===== src/uhs_pkg.sv =====
package uhs_pkg;
  localparam int          UHS_CLK_HZ        = 250_000_000;
  localparam int          UHS_MIN_BPS       = 1500;
  localparam int          UHS_MAX_BPS       = 12_000_000;
  localparam int          UHS_DEF_BPS       = 1_000_000;
  // Half-bit divider counts, in clock cycles
  localparam int          UHS_HALF_MIN_CYC  = UHS_CLK_HZ / (2 * UHS_MAX_BPS);
  localparam int          UHS_HALF_MAX_CYC  = UHS_CLK_HZ / (2 * UHS_MIN_BPS);
  localparam logic [16:0] UHS_DEF_HALF      = 17'(UHS_CLK_HZ / (2 * UHS_DEF_BPS));
  localparam logic [15:0] UHS_DEF_LEN       = 16'h0004;
  localparam logic [8:0]  UHS_DEF_CS_SEL    = 9'h002;
  localparam logic [8:0]  UHS_DEF_CS_IDLE   = 9'h1FF;
  localparam logic [8:0]  UHS_DEF_CS_ACT    = 9'h000;
  localparam logic [1:0]  UHS_DEF_MODE      = 2'h0;
  localparam logic [15:0] UHS_DEF_DELAY     = 16'h0000;
  localparam int          UHS_BUF_BYTES     = 64;
  localparam int          UHS_PIN_SUSPEND   = 2;
  localparam int          UHS_PIN_TRAFFIC   = 3;
  localparam int          UHS_PIN_LOW_POWER_INDICATOR    = 4;
  localparam int          UHS_PIN_CFG       = 5;
  localparam int          UHS_PIN_ACK       = 7;
  localparam int          UHS_PIN_REQ       = 8;
  // Pin function codes
  localparam logic [1:0]  UHS_FN_GPIO       = 2'h0;
  localparam logic [1:0]  UHS_FN_CS         = 2'h1;
  localparam logic [1:0]  UHS_FN_DED        = 2'h2;
  typedef enum logic [2:0] {UHS_IDLE, UHS_PRE, UHS_BIT, UHS_GAP, UHS_POST, UHS_REL} uhs_st_e;
endpackage


===== src/uhs_spi_bridge.sv =====
// Behaviour
// - Four SPI modes selectable per transfer
// - Bit rate programmable 1500 bps to 12 Mbps
// - Pre, inter-byte and post delays programmable
// - Up to 65535 bytes, chip selects held
// - Nine chip selects, line n on pin n
// - Drive pin as select only if configured
// - Reset defaults: 1 Mbit, 4 bytes, pin 1
// - Only host commands control; SPI never commands
// - Enumerates solely as HID function
// - 64-byte transmit and receive buffering
// - Suspend shown on pin 2 when dedicated
// - Resume on resume, bus reset, device reset
// - Six pins have dedicated alternate functions
// - Descriptors and settings rewritable, held on chip
// - Power source selectable, bus-powered default
// - Suspend indicator low suspended, high resumed
// - Configured indicator high reset, low configured and not suspended
// - Traffic indicator low during transfer
// - Release bus only after transfer ends/cancels
module uhs_spi_bridge
  import uhs_pkg::*;
#(
  parameter int BUF_DEPTH = UHS_BUF_BYTES
) (
  input  wire logic        clock,
  input  wire logic        rst_b,
  // Host command side (USB protocol engine)
  input  wire logic        cfg_we,
  input  wire logic [1:0]  cfg_mode,
  input  wire logic [16:0] cfg_half_cyc,
  input  wire logic [15:0] cfg_len,
  input  wire logic [15:0] cfg_pre_dly,
  input  wire logic [15:0] cfg_gap_dly,
  input  wire logic [15:0] cfg_post_dly,
  input  wire logic [8:0]  cfg_cs_sel,
  input  wire logic [8:0]  cfg_cs_idle,
  input  wire logic [8:0]  cfg_cs_act,
  input  wire logic [17:0] pin_func,
  input  wire logic        self_powered_we,
  input  wire logic        self_powered_in,
  output logic             self_powered,
  input  wire logic        xfer_start,
  input  wire logic        xfer_cancel,
  output logic             xfer_busy,
  output logic             xfer_done,
  input  wire logic        tx_valid,
  input  wire logic [7:0]  tx_data,
  output logic             tx_ready,
  output logic             rx_valid,
  output logic [7:0]       rx_data,
  input  wire logic        rx_ready,
  // USB state events
  input  wire logic        usb_suspend_det,
  input  wire logic        usb_resume_det,
  input  wire logic        usb_bus_reset,
  input  wire logic        usb_configured_ev,
  output logic             hid_only,
  output logic             usb_suspended,
  // SPI pins
  output logic             sck,
  output logic             mosi,
  input  wire logic        miso,
  // General pins 0..8
  input  wire logic [8:0]  gen_pin_in,
  output logic [8:0]       gen_pin_out,
  output logic [8:0]       gen_pin_oe,
  output logic [8:0]       gen_pin_gpio_in
);
  initial begin
    if (BUF_DEPTH < 2 || BUF_DEPTH > 256) $error("BUF_DEPTH out of range");
  end
  localparam int AW = $clog2(BUF_DEPTH);

  assign hid_only = 1'b1;

  // Input synchronisers
  logic [8:0] pin_s1, pin_s2;
  logic       miso_s1, miso_s2;
  always_ff @(posedge clock) begin
    pin_s1  <= gen_pin_in;
    pin_s2  <= pin_s1;
    miso_s1 <= miso;
    miso_s2 <= miso_s1;
  end
  assign gen_pin_gpio_in = pin_s2;

  // Transfer settings held on chip
  logic [1:0]  mode;
  logic [16:0] half_cyc;
  logic [15:0] len, pre_dly, gap_dly, post_dly;
  logic [8:0]  cs_sel, cs_idle, cs_act;
  logic        usb_cfg, susp, pwr;
  logic [1:0]  next_mode;
  logic [16:0] next_half_cyc;
  logic [15:0] next_len, next_pre_dly, next_gap_dly, next_post_dly;
  logic [8:0]  next_cs_sel, next_cs_idle, next_cs_act;
  logic        next_usb_cfg, next_susp, next_pwr;

  always_comb begin
    next_mode     = mode;
    next_half_cyc = half_cyc;
    next_len      = len;
    next_pre_dly  = pre_dly;
    next_gap_dly  = gap_dly;
    next_post_dly = post_dly;
    next_cs_sel   = cs_sel;
    next_cs_idle  = cs_idle;
    next_cs_act   = cs_act;
    next_pwr      = pwr;
    if (cfg_we && !xfer_busy) begin
      next_mode     = cfg_mode;
      next_half_cyc = cfg_half_cyc < 17'(UHS_HALF_MIN_CYC) ? 17'(UHS_HALF_MIN_CYC) :
                      cfg_half_cyc > 17'(UHS_HALF_MAX_CYC) ? 17'(UHS_HALF_MAX_CYC) :
                      cfg_half_cyc;
      next_len      = cfg_len;
      next_pre_dly  = cfg_pre_dly;
      next_gap_dly  = cfg_gap_dly;
      next_post_dly = cfg_post_dly;
      next_cs_sel   = cfg_cs_sel;
      next_cs_idle  = cfg_cs_idle;
      next_cs_act   = cfg_cs_act;
    end
    if (self_powered_we) begin
      next_pwr = self_powered_in;
    end
    // Resume wins over suspend; bus reset drops configuration
    next_susp = susp;
    next_usb_cfg = usb_cfg;
    if (usb_suspend_det) begin
      next_susp = 1'b1;
    end
    if (usb_resume_det || usb_bus_reset) begin
      next_susp = 1'b0;
    end
    if (usb_configured_ev) begin
      next_usb_cfg = 1'b1;
    end
    if (usb_bus_reset) begin
      next_usb_cfg = 1'b0;
    end
  end

  always_ff @(posedge clock) begin
    if (!rst_b) begin
      mode     <= UHS_DEF_MODE;
      half_cyc <= UHS_DEF_HALF;
      len      <= UHS_DEF_LEN;
      pre_dly  <= UHS_DEF_DELAY;
      gap_dly  <= UHS_DEF_DELAY;
      post_dly <= UHS_DEF_DELAY;
      cs_sel   <= UHS_DEF_CS_SEL;
      cs_idle  <= UHS_DEF_CS_IDLE;
      cs_act   <= UHS_DEF_CS_ACT;
      pwr      <= 1'b0;
      susp     <= 1'b0;
      usb_cfg  <= 1'b0;
    end else begin
      mode     <= next_mode;
      half_cyc <= next_half_cyc;
      len      <= next_len;
      pre_dly  <= next_pre_dly;
      gap_dly  <= next_gap_dly;
      post_dly <= next_post_dly;
      cs_sel   <= next_cs_sel;
      cs_idle  <= next_cs_idle;
      cs_act   <= next_cs_act;
      pwr      <= next_pwr;
      susp     <= next_susp;
      usb_cfg  <= next_usb_cfg;
    end
  end
  assign self_powered  = pwr;
  assign usb_suspended = susp;

  // Transmit buffer
  logic [7:0]  tx_mem [BUF_DEPTH];
  logic [AW:0] tx_wp, tx_rp, next_tx_wp, next_tx_rp;
  logic        tx_pop;
  assign tx_ready = (tx_wp - tx_rp) != (AW+1)'(BUF_DEPTH);
  always_comb begin
    next_tx_wp = tx_wp;
    next_tx_rp = tx_rp;
    if (tx_valid && tx_ready) begin
      next_tx_wp = tx_wp + 1'b1;
    end
    if (tx_pop) begin
      next_tx_rp = tx_rp + 1'b1;
    end
  end
  always_ff @(posedge clock) begin
    if (!rst_b) begin
      tx_wp <= '0;
      tx_rp <= '0;
    end else begin
      tx_wp <= next_tx_wp;
      tx_rp <= next_tx_rp;
    end
    if (tx_valid && tx_ready) begin
      tx_mem[tx_wp[AW-1:0]] <= tx_data;
    end
  end
  logic tx_have;
  assign tx_have = tx_wp != tx_rp;

  // Receive buffer
  logic [7:0]  rx_mem [BUF_DEPTH];
  logic [AW:0] rx_wp, rx_rp, next_rx_wp, next_rx_rp;
  logic        rx_push, rx_room;
  logic [7:0]  rx_byte;
  assign rx_room  = (rx_wp - rx_rp) != (AW+1)'(BUF_DEPTH);
  assign rx_valid = rx_wp != rx_rp;
  assign rx_data  = rx_mem[rx_rp[AW-1:0]];
  always_comb begin
    next_rx_wp = rx_wp;
    next_rx_rp = rx_rp;
    if (rx_push) begin
      next_rx_wp = rx_wp + 1'b1;
    end
    if (rx_valid && rx_ready) begin
      next_rx_rp = rx_rp + 1'b1;
    end
  end
  always_ff @(posedge clock) begin
    if (!rst_b) begin
      rx_wp <= '0;
      rx_rp <= '0;
    end else begin
      rx_wp <= next_rx_wp;
      rx_rp <= next_rx_rp;
    end
    if (rx_push) begin
      rx_mem[rx_wp[AW-1:0]] <= rx_byte;
    end
  end

  // SPI engine
  uhs_st_e     st, next_st;
  logic [16:0] cnt, next_cnt;
  logic [15:0] left, next_left;
  logic [3:0]  edg, next_edg;
  logic [7:0]  sh, next_sh;
  logic        sck_r, next_sck_r, done_r, next_done_r;
  logic        mosi_r, next_mosi_r;
  logic        cpol, cpha, lead;
  assign cpol = mode[1];
  assign cpha = mode[0];
  assign lead = edg[0] == 1'b0; // even edges are the first of each bit

  always_comb begin
    next_st     = st;
    next_cnt    = cnt;
    next_left   = left;
    next_edg    = edg;
    next_sh     = sh;
    next_sck_r  = sck_r;
    next_done_r = 1'b0;
    next_mosi_r = mosi_r;
    tx_pop      = 1'b0;
    rx_push     = 1'b0;
    rx_byte     = {sh[6:0], miso_s2};
    unique case (st)
      UHS_IDLE: begin
        next_sck_r = cpol;
        if (xfer_start && len != 16'h0000) begin
          next_st   = UHS_PRE;
          next_cnt  = {1'b0, pre_dly};
          next_left = len;
        end
      end
      UHS_PRE, UHS_GAP: begin
        if (xfer_cancel) begin
          next_st = UHS_POST;
          next_cnt = {1'b0, post_dly};
        end else if (cnt != '0) begin
          next_cnt = cnt - 1'b1;
        end else if (tx_have && rx_room) begin
          next_sh  = tx_mem[tx_rp[AW-1:0]];
          tx_pop   = 1'b1;
          next_mosi_r = tx_mem[tx_rp[AW-1:0]][7];
          next_edg = '0;
          next_cnt = half_cyc;
          next_st  = UHS_BIT;
        end
      end
      UHS_BIT: begin
        if (xfer_cancel) begin
          next_st = UHS_POST;
          next_cnt = {1'b0, post_dly};
          next_sck_r = cpol;
        end else if (cnt > 17'h0_0001) begin
          next_cnt = cnt - 1'b1;
        end else begin
          next_cnt   = half_cyc;
          next_sck_r = ~sck_r;
          next_edg   = edg + 1'b1;
          // Data line moves only on the edge the slave does not sample
          if (lead == cpha) begin
            next_mosi_r = sh[7];
          end
          // Sample on leading edge when phase is 0, trailing when 1
          if (lead != cpha) begin
            next_sh = {sh[6:0], miso_s2};
          end else if (edg != 4'h0 || cpha) begin
            next_sh = sh; // shift happens on the next sample edge
          end
          if (edg == 4'hF) begin
            rx_push   = 1'b1;
            next_left = left - 1'b1;
            rx_byte   = cpha ? {sh[6:0], miso_s2} : sh;
            next_sh   = sh;
            if (left == 16'h0001) begin
              next_st  = UHS_POST;
              next_cnt = {1'b0, post_dly};
            end else begin
              next_st  = UHS_GAP;
              next_cnt = {1'b0, gap_dly};
            end
          end
        end
      end
      UHS_POST: begin
        if (cnt != '0) begin
          next_cnt = cnt - 1'b1;
        end else begin
          next_st     = UHS_REL;
          next_done_r = 1'b1;
        end
      end
      UHS_REL: begin
        next_st = UHS_IDLE;
      end
      default: begin
        next_st = UHS_IDLE;
      end
    endcase
  end

  always_ff @(posedge clock) begin
    if (!rst_b) begin
      st     <= UHS_IDLE;
      cnt    <= '0;
      left   <= '0;
      edg    <= '0;
      sh     <= '0;
      sck_r  <= 1'b0;
      done_r <= 1'b0;
      mosi_r <= 1'b0;
    end else begin
      st     <= next_st;
      cnt    <= next_cnt;
      left   <= next_left;
      edg    <= next_edg;
      sh     <= next_sh;
      sck_r  <= next_sck_r;
      done_r <= next_done_r;
      mosi_r <= next_mosi_r;
    end
  end

  assign xfer_busy = st != UHS_IDLE && st != UHS_REL;
  assign xfer_done = done_r;
  assign sck  = sck_r;
  assign mosi = mosi_r;

  // Bus release: acknowledge only while no transfer runs
  logic rel_ack;
  assign rel_ack = pin_func[2*UHS_PIN_REQ +: 2] == UHS_FN_DED && !pin_s2[UHS_PIN_REQ]
                   && !xfer_busy;

  // Pin function mux
  logic [8:0] ded_val;
  always_comb begin
    ded_val = 9'h1FF;
    ded_val[UHS_PIN_SUSPEND] = !susp;
    ded_val[UHS_PIN_TRAFFIC] = !xfer_busy;
    ded_val[UHS_PIN_LOW_POWER_INDICATOR]  = usb_cfg && !susp;
    ded_val[UHS_PIN_CFG]     = !(usb_cfg && !susp);
    ded_val[UHS_PIN_ACK]     = !rel_ack;
  end
  genvar gi;
  for (gi = 0; gi < 9; gi++) begin : g_pin
    logic [1:0] fn;
    logic       is_out;
    assign fn = pin_func[2*gi +: 2];
    assign is_out = gi != 6 && gi != UHS_PIN_REQ;
    always_comb begin
      gen_pin_out[gi] = 1'b0;
      gen_pin_oe[gi]  = 1'b0;
      if (fn == UHS_FN_CS) begin
        gen_pin_oe[gi]  = 1'b1;
        gen_pin_out[gi] = (xfer_busy && cs_sel[gi]) ? cs_act[gi] : cs_idle[gi];
      end else if (fn == UHS_FN_DED && is_out) begin
        gen_pin_oe[gi]  = 1'b1;
        gen_pin_out[gi] = ded_val[gi];
      end
    end
  end
endmodule


===== config.mk =====
export PLATFORM = sky130hd
export DESIGN_NAME = uhs_spi_bridge
export DESIGN_NICKNAME = d
export VERILOG_FILES = /design/src/uhs_pkg.sv /design/src/uhs_spi_bridge.sv
export SDC_FILE = /design/constraint.sdc
export NUM_CORES = 1
export LEC_CHECK = 0
export BUFFER_PORTS_ARGS = -buffer_cell sky130_fd_sc_hd__buf_2
export CAP_MARGIN = 20
export CORE_UTILIZATION = 45
export DETAILED_ROUTE_END_ITERATION = 16
export PLACE_DENSITY_LB_ADDON = 0.12
export SYNTH_ARGS = -nofsm -noshare
export SYNTH_HDL_FRONTEND = slang
export SYNTH_SLANG_ARGS = --single-unit

===== constraint.sdc =====
create_clock -name clock -period 8.1 [get_ports clock]
set_clock_uncertainty 0.2 [all_clocks]
set_input_delay 0.405 -clock clock [delete_from_list [all_inputs] [get_ports clock]]
set_output_delay 0.405 -clock clock [all_outputs]
set_load 0.005 [all_outputs]

==> results of run 1 <==
==> layout make-up <==
| type | instances | area [µm²] | area share (%) |
|---|---|---|---|
| Clock inverter | 65 | 769.5 | 1.306 |
| Timing Repair Buffer | 370 | 2651 | 4.498 |
| Inverter | 57 | 216.5 | 0.3672 |
| Tap cell | 1488 | 1862 | 3.159 |
| Multi-Input combinational cell | 1693 | 14540 | 24.66 |
| Clock buffer | 169 | 3651 | 6.194 |
| Sequential cell | 1248 | 35260 | 59.81 |
==> flip-flops by register name (all words and copies together), names as in the netlist, 16 cells and up, named ones only <==
signal    count
cnt          17
gap_dly      16
half_cyc     17
left         16
len          16
post_dly     16
pre_dly      16
rx_mem      512
tx_mem      512
==> Yosys cell counts (10+ instances only) <==
library cell	n	area, µm²
edfxtp_1	1024	30750
nand2_1	310	1164
mux4_2	294	6621
nor2_1	253	949.7
dfxtp_1	224	4484
a21oi_1	183	915.9
clkbuf_1	129	484.2
o21ai_0	94	470.5
inv_1	57	214.0
nand3_1	57	285.3
mux2i_1	42	420.4
nor3_1	38	190.2
ha_1	36	450.4
a31oi_1	33	206.5
buf_2	29	145.1
buf_1	27	101.4
xnor2_1	23	201.4
a221oi_1	21	183.9
xor2_1	19	166.4
nor2b_1	18	112.6
o211ai_1	18	135.1
mux2_2	14	157.7
or3_1	14	87.58
and3_1	13	81.33
a211oi_1	12	90.09
nor4_1	12	75.07
a22oi_1	11	82.58
or4_1	11	82.58
o221ai_1	10	87.58
==> worst max path at each step <==
stage               startpoint       endpoint  cells after the start
global placement     flip-flop     rx_data[5]                      5
detailed placement   flip-flop     rx_data[5]                      5
floorplan             tx_rp[1]  tx_mem[58][0]                     11
global route         flip-flop     rx_data[5]                      5
CTS                  flip-flop     rx_data[5]                      5
finish               flip-flop     rx_data[5]                      5
==> timing repair <==
item / CTS / global route
hold endpoints to repair: 125 / 0
setup buffers: 0 / 0
hold buffers: 128 / 0
==> kinds of logic (layout without fill, tap and decap cells) <==
group | after synthesis | in the layout
compound gates | 474 | 474
xor+xnor | 42 | 42
fa+ha+maj | 36 | 36
buf+inv | 253 | 661
flops | 1248 | 1248
mux | 350 | 350
other cells | 1 | 1
simple gates | 790 | 790
==> worst reg2reg max path, stage by stage, from the launching register on <==
cell and delay [ps]:
dfxtp_1 420, nor4_4 470, o2111ai_2 310, nor2_2 410, nand3_1 230, nor2_1 340, nand3_1 690, nor2_1 910
==> power groups by stage <==
stage | combinational, mW | sequential (mW) | clock [mW]
2_1_floorplan | 0.734 | 7.32 | 0
3_3_place_gp | 1.08 | 7.37 | 0
3_5_place_dp | 1.11 | 7.37 | 0
4_1_cts | 1.16 | 7.24 | 6.27
5_1_grt | 1.29 | 7.26 | 6.50
6_report | 1.18 | 7.25 | 6.16
==> layer usage <==
metal	GRT usage [%]	up-vias	part of all wire, %
li1	-	13120	-
met5	0	-	0.010
met4	7.500	2	3.0
met3	3.838	257	6.8
met1	32.37	15160	43
met2	35.08	1234	47
==> layout by cell type (no fill, tap or decap), drive strengths merged, types with 12 or more instances in the layout <==
master       Yosys  routed
mux2            14      14
ha              36      36
o21ai           99      99
or3             14      14
a211oi          12      12
nand2          310     310
mux2i           42      42
clkbuf         130     169
nor3            38      38
and3            13      13
a21oi          184     184
buf             66     242
inv             57      65
nor2b           18      18
clkinv           0      40
a221oi          21      21
edfxtp        1024    1024
xnor2           23      23
nor2           255     255
dlygate4sd3      0     128
nand3           58      58
mux4           294     294
nor4            15      15
o211ai          18      18
xor2            19      19
bufinv           0      15
dfxtp          224     224
a31oi           33      33
==> per-stage QoR <==
step | utilization [%] | setup WS (ps) | hold slack (ps)
3_3_place_gp | 47.77 | 3683 | 116.4
6_report | 52.97 | 3011 | 60.47
5_1_grt | 52.97 | 2710 | 74.76
3_5_place_dp | 47.81 | 3631 | 113.9
4_1_cts | 52.94 | 2830 | 25.51
2_1_floorplan | - | 4795 | 109.6
==> impl_metrics.ini, run 1 <==
[synth]
ys_seq_elements = 1248
synthXorXnorAreaFrac_pct = 0.7244
ys.flop_type = edfxtp_1
netlist_area_um2 = 50780
synth_compound_area_share_pct = 5.812
synth-simple-area-share_pct = 6.983
seq_area_frac_synth_pct = 69.38
synthCells = 3194
synthAdderAreaFrac_pct = 0.8870
synth_top_family_by_area = multiplexers
syn_nets = 3389
synth.area.mux_share_pct = 14.18
ys_warn_count = 0
avgSynthCellArea_um2 = 15.90
ys_types = 80
synth-edff-count = 1024
synthArstFlopShare_pct = 0

[power]
combPwrFrac_pct = 8.1
switching_power_mw = 3.409
clockPowerShare_pct = 42.2
power_switching_share_pct = 23.38
max-vdd-ir-drop_v = 0.0002076
cellPowerDensity_nw_per_um2 = 247.4
p_total_mw = 14.58
seqPwrFrac_pct = 49.7
p_int_mw = 11.17
p_leak_nw = 19.22

[grt]
gr-total-overflow = 0
grt_antenna_before_repair = 1
grt_max_degree = 104
grt.total_usage_pct = 22.57
grt_pass1_wl_um = 191800
grt_pass1_vias = 29890

[clock_network]
h-tree-depth = 4
clock_latency_ps = 740
root_buffer = clkbuf_16
clk_pin_slew_ps = 60
cts_tree = yes
clock-sinks = 1248
numCtsBuffers = 135
clk_path_buf_depth = 3
cts_resized = 0

[sta]
drv_slew = 0
fin_tns_setup_ps = 0
hold_viol = 0
finalCriticalPeriod_ps = 5089
max_freq_mhz = 196.5
rsz0062_at_grt = false
setup_viol = 0
period_share_pct = 62.83
tightest_slew_ps = 1089
max_slew_margin_pct = 27.37

[worst_hold_path]
min-delay-start = cfg_we
min_delay_path_depth = 4
worstHoldEndpoint = len[10]
min_path_type = in2reg

[worst_setup_path]
max_stage_delay_ps = 910
reg2reg_depth = 7
cp_slowest_cell = dfxtp_4
crit_family = multiplexers
arrival_ps = 4480
end_kind = output pin
cp_cell_sequence = buf_4 -> mux4_2 -> mux4_2 -> mux4_2 -> buf_2
cp_common_cell = mux4_2
cp_max_fo = 48
reg2reg_setup_slack_ps = 3740
crit_buf_inv = 2
crit_type = reg2out
r2r-start = cnt[10]
cp_data_required_time_ps = 7500
crit_path_start_kind = flip-flop
r2r_end = rx_mem[11][4]

[placed_design]
port_buffers = 201
dpl_cell_area_um2 = 53200
gp_congestion = 0.8816
place_hpwl_um = 79110
placed_cells = 4725

[die]
rows = 122
core-area_um2 = 111300
dieArea_um2 = 114200
fp.dieW_um = 337.9
ios = 203
initial_core_util_pct = 45.63
fp.dieH_um = 337.9

[finish]
fillers = 8821
nets = 3700
post-route-cell-area_um2 = 58940
synthToLayoutAreaGrowth_pct = 16.07
drive_above_1_share_pct = 21.68
diodes = 0
fin_cells = 5090

[status]
outcome = finished, final reports clean

[drt]
drt_pass1_iterations = 6
drt_iter0_markers = 3064
antenna_left = 0
wl_um = 128000
wl_per_cell_um = 25.16
viasPerCell = 5.849
drt_drc_violations_left = 0
via_count = 29770

[flow_run]
cap_violations = 0
No activity file was read; power rests on OpenSTA's default activity.
==> run 2, diff against run 1 <==
- clock period: 8.1 -> 4.6 ns (I/O delays scaled with it)
==> impl_metrics.ini, run 2 (synthesis gave the netlist of run 1 again) <==
[finish]
final_cell_mix = 1024 x edfxtp_1, 309 x nand2_1, 294 x mux4_2
seqCellArea_um2 = 35250
multi_input_area_um2 = 14540
fin_cells = 5252
drive_above_1_share_pct = 22.29
diodes = 0
synthToLayoutAreaGrowth_pct = 18.84
nets = 3856
fillers = 8743
layout_commonest_cell = edfxtp_1

[drt]
drt_iter0_markers = 3036
viasPerCell = 5.840
via_count = 30670
drt_pass1_iterations = 6
wl_per_cell_um = 25.38
wl_um = 133300
antenna_left = 0
drt_drc_violations_left = 0

[grt]
grt_antenna_before_repair = 0
grt.total_usage_pct = 23.57
gr-total-overflow = 0
grt_max_degree = 104
grt_pass1_vias = 30660
grt_pass1_wl_um = 198600

[worst_setup_path]
end_kind = flip-flop
cp_data_required_time_ps = 4770
critical_path_depth = 8
cp_slowest_cell = or4b_2
max_stage_delay_ps = 970
r2r-start = tx_wp[1]
crit_type = reg2reg
cp_max_fo = 11
arrival_ps = 4360
crit_path_end = tx_mem[12][2]
crit_buf_inv = 0
crit_path_start_kind = flip-flop
reg2reg_depth = 8
cp_cell_sequence = ha_1 -> nor2b_1 -> o21ai_1 -> a31oi_1 -> nor3_1 -> o21ai_1 -> or4b_2 -> nor2_1
startpoint = tx_wp[1]
cp_common_cell = o21ai_1
crit_family = simple AND/OR/NAND/NOR gates
r2r_end = tx_mem[12][2]
reg2reg_setup_slack_ps = 410

[flow_run]
cap_violations = 0

[sta]
max_freq_mhz = 238.9
setup_viol = 0
max_slew_margin_pct = 29.76
period_share_pct = 90.98
fin_tns_setup_ps = 0
rsz0062_at_grt = false
finalCriticalPeriod_ps = 4185
tightest_slew_ps = 1054
drv_slew = 0
hold_viol = 0

[clock_network]
numCtsBuffers = 134
cts_resized = 0
h-tree-depth = 4
cts_tree = yes
clk_path_buf_depth = 3
clk_pin_slew_ps = 60
clock_latency_ps = 750
root_buffer = clkbuf_16
clock-sinks = 1248

[die]
dieArea_um2 = 114200
ios = 203
initial_core_util_pct = 45.63
fp.dieH_um = 337.9
fp.dieW_um = 337.9
core-area_um2 = 111300
rows = 122

[placed_design]
placed_cells = 4788
gp_congestion = 0.9082
port_buffers = 201
place_hpwl_um = 82280

[worst_hold_path]
min_path_type = in2reg

[power]
p_leak_nw = 19.95
cellPowerDensity_nw_per_um2 = 424.5
max-vdd-ir-drop_v = 0.0003433

[status]
outcome = finished, final reports clean
## run 2: area by class of cell
type                            count  share of cell area (%)
Tap cell                         1488                   3.085
Timing Repair Buffer              527                   6.809
Clock buffer                      176                   6.031
Inverter                           57                  0.3587
Sequential cell                  1248                   58.42
Clock inverter                     63                   1.215
Multi-Input combinational cell   1693                   24.09
## run 2: worst min-delay path, delay by kind of cell
family | cells | cell delay (ps)
AND/OR/NAND/NOR | 1 | 50
AO/OA/AOI/OAI | 1 | 50
buffers and inverters | 2 | 650
## run 2: report_power, final
part	internal [mW]	total [mW]	switching, mW	leakage, nW
sequential	12.5	12.8	0.240	11.3
combinational	0.783	2.22	1.44	6.59
clock	6.19	10.6	4.45	2.11
total	19.5	25.6	6.13	19.9
## run 2: worst min path at each step
stage	from	endpoint	slack (ps)	cells past startpoint
after floorplan	miso	miso_s1	60	0
final	cfg_len[15]	len[15]	80	4
after global routing	cfg_pre_dly[14]	pre_dly[14]	80	4
after detailed placement	pin_s1[2]	gen_pin_gpio_in[2]	110	0
after CTS	cfg_gap_dly[15]	gap_dly[15]	30	4
after global placement	pin_s1[1]	gen_pin_gpio_in[1]	120	0
## run 2: repair_timing
item,in CTS,in global routing
buffers inserted,0,0
endpoints found under the hold margin,669,0
endpoints found under the setup margin,0,0
hold buffers,224,0
## run 2: layer usage
metal | global-route usage [%] | up-vias | wire length [µm]
met5 | 0 | - | 0
met3 | 3.987 | 247 | 9366
met2 | 36.94 | 1334 | 62500
met4 | 7.384 | 0 | 3642
li1 | - | 13430 | -
met1 | 33.74 | 15660 | 57810
## run 2: per-stage QoR
step	hold WS (ps)	utilization, %	setup slack (ps)	instance area (µm²)	total power, mW
floorplan	57.72	-	1295	50780	14.18
global placement	115.1	48.28	625.6	53730	14.93
detailed placement	113.6	48.28	433.0	53730	14.97
CTS	26.36	54.22	391.1	60340	25.80
global route	78.76	54.23	190.1	60350	26.47
finish	79.48	54.23	415.0	60350	25.62
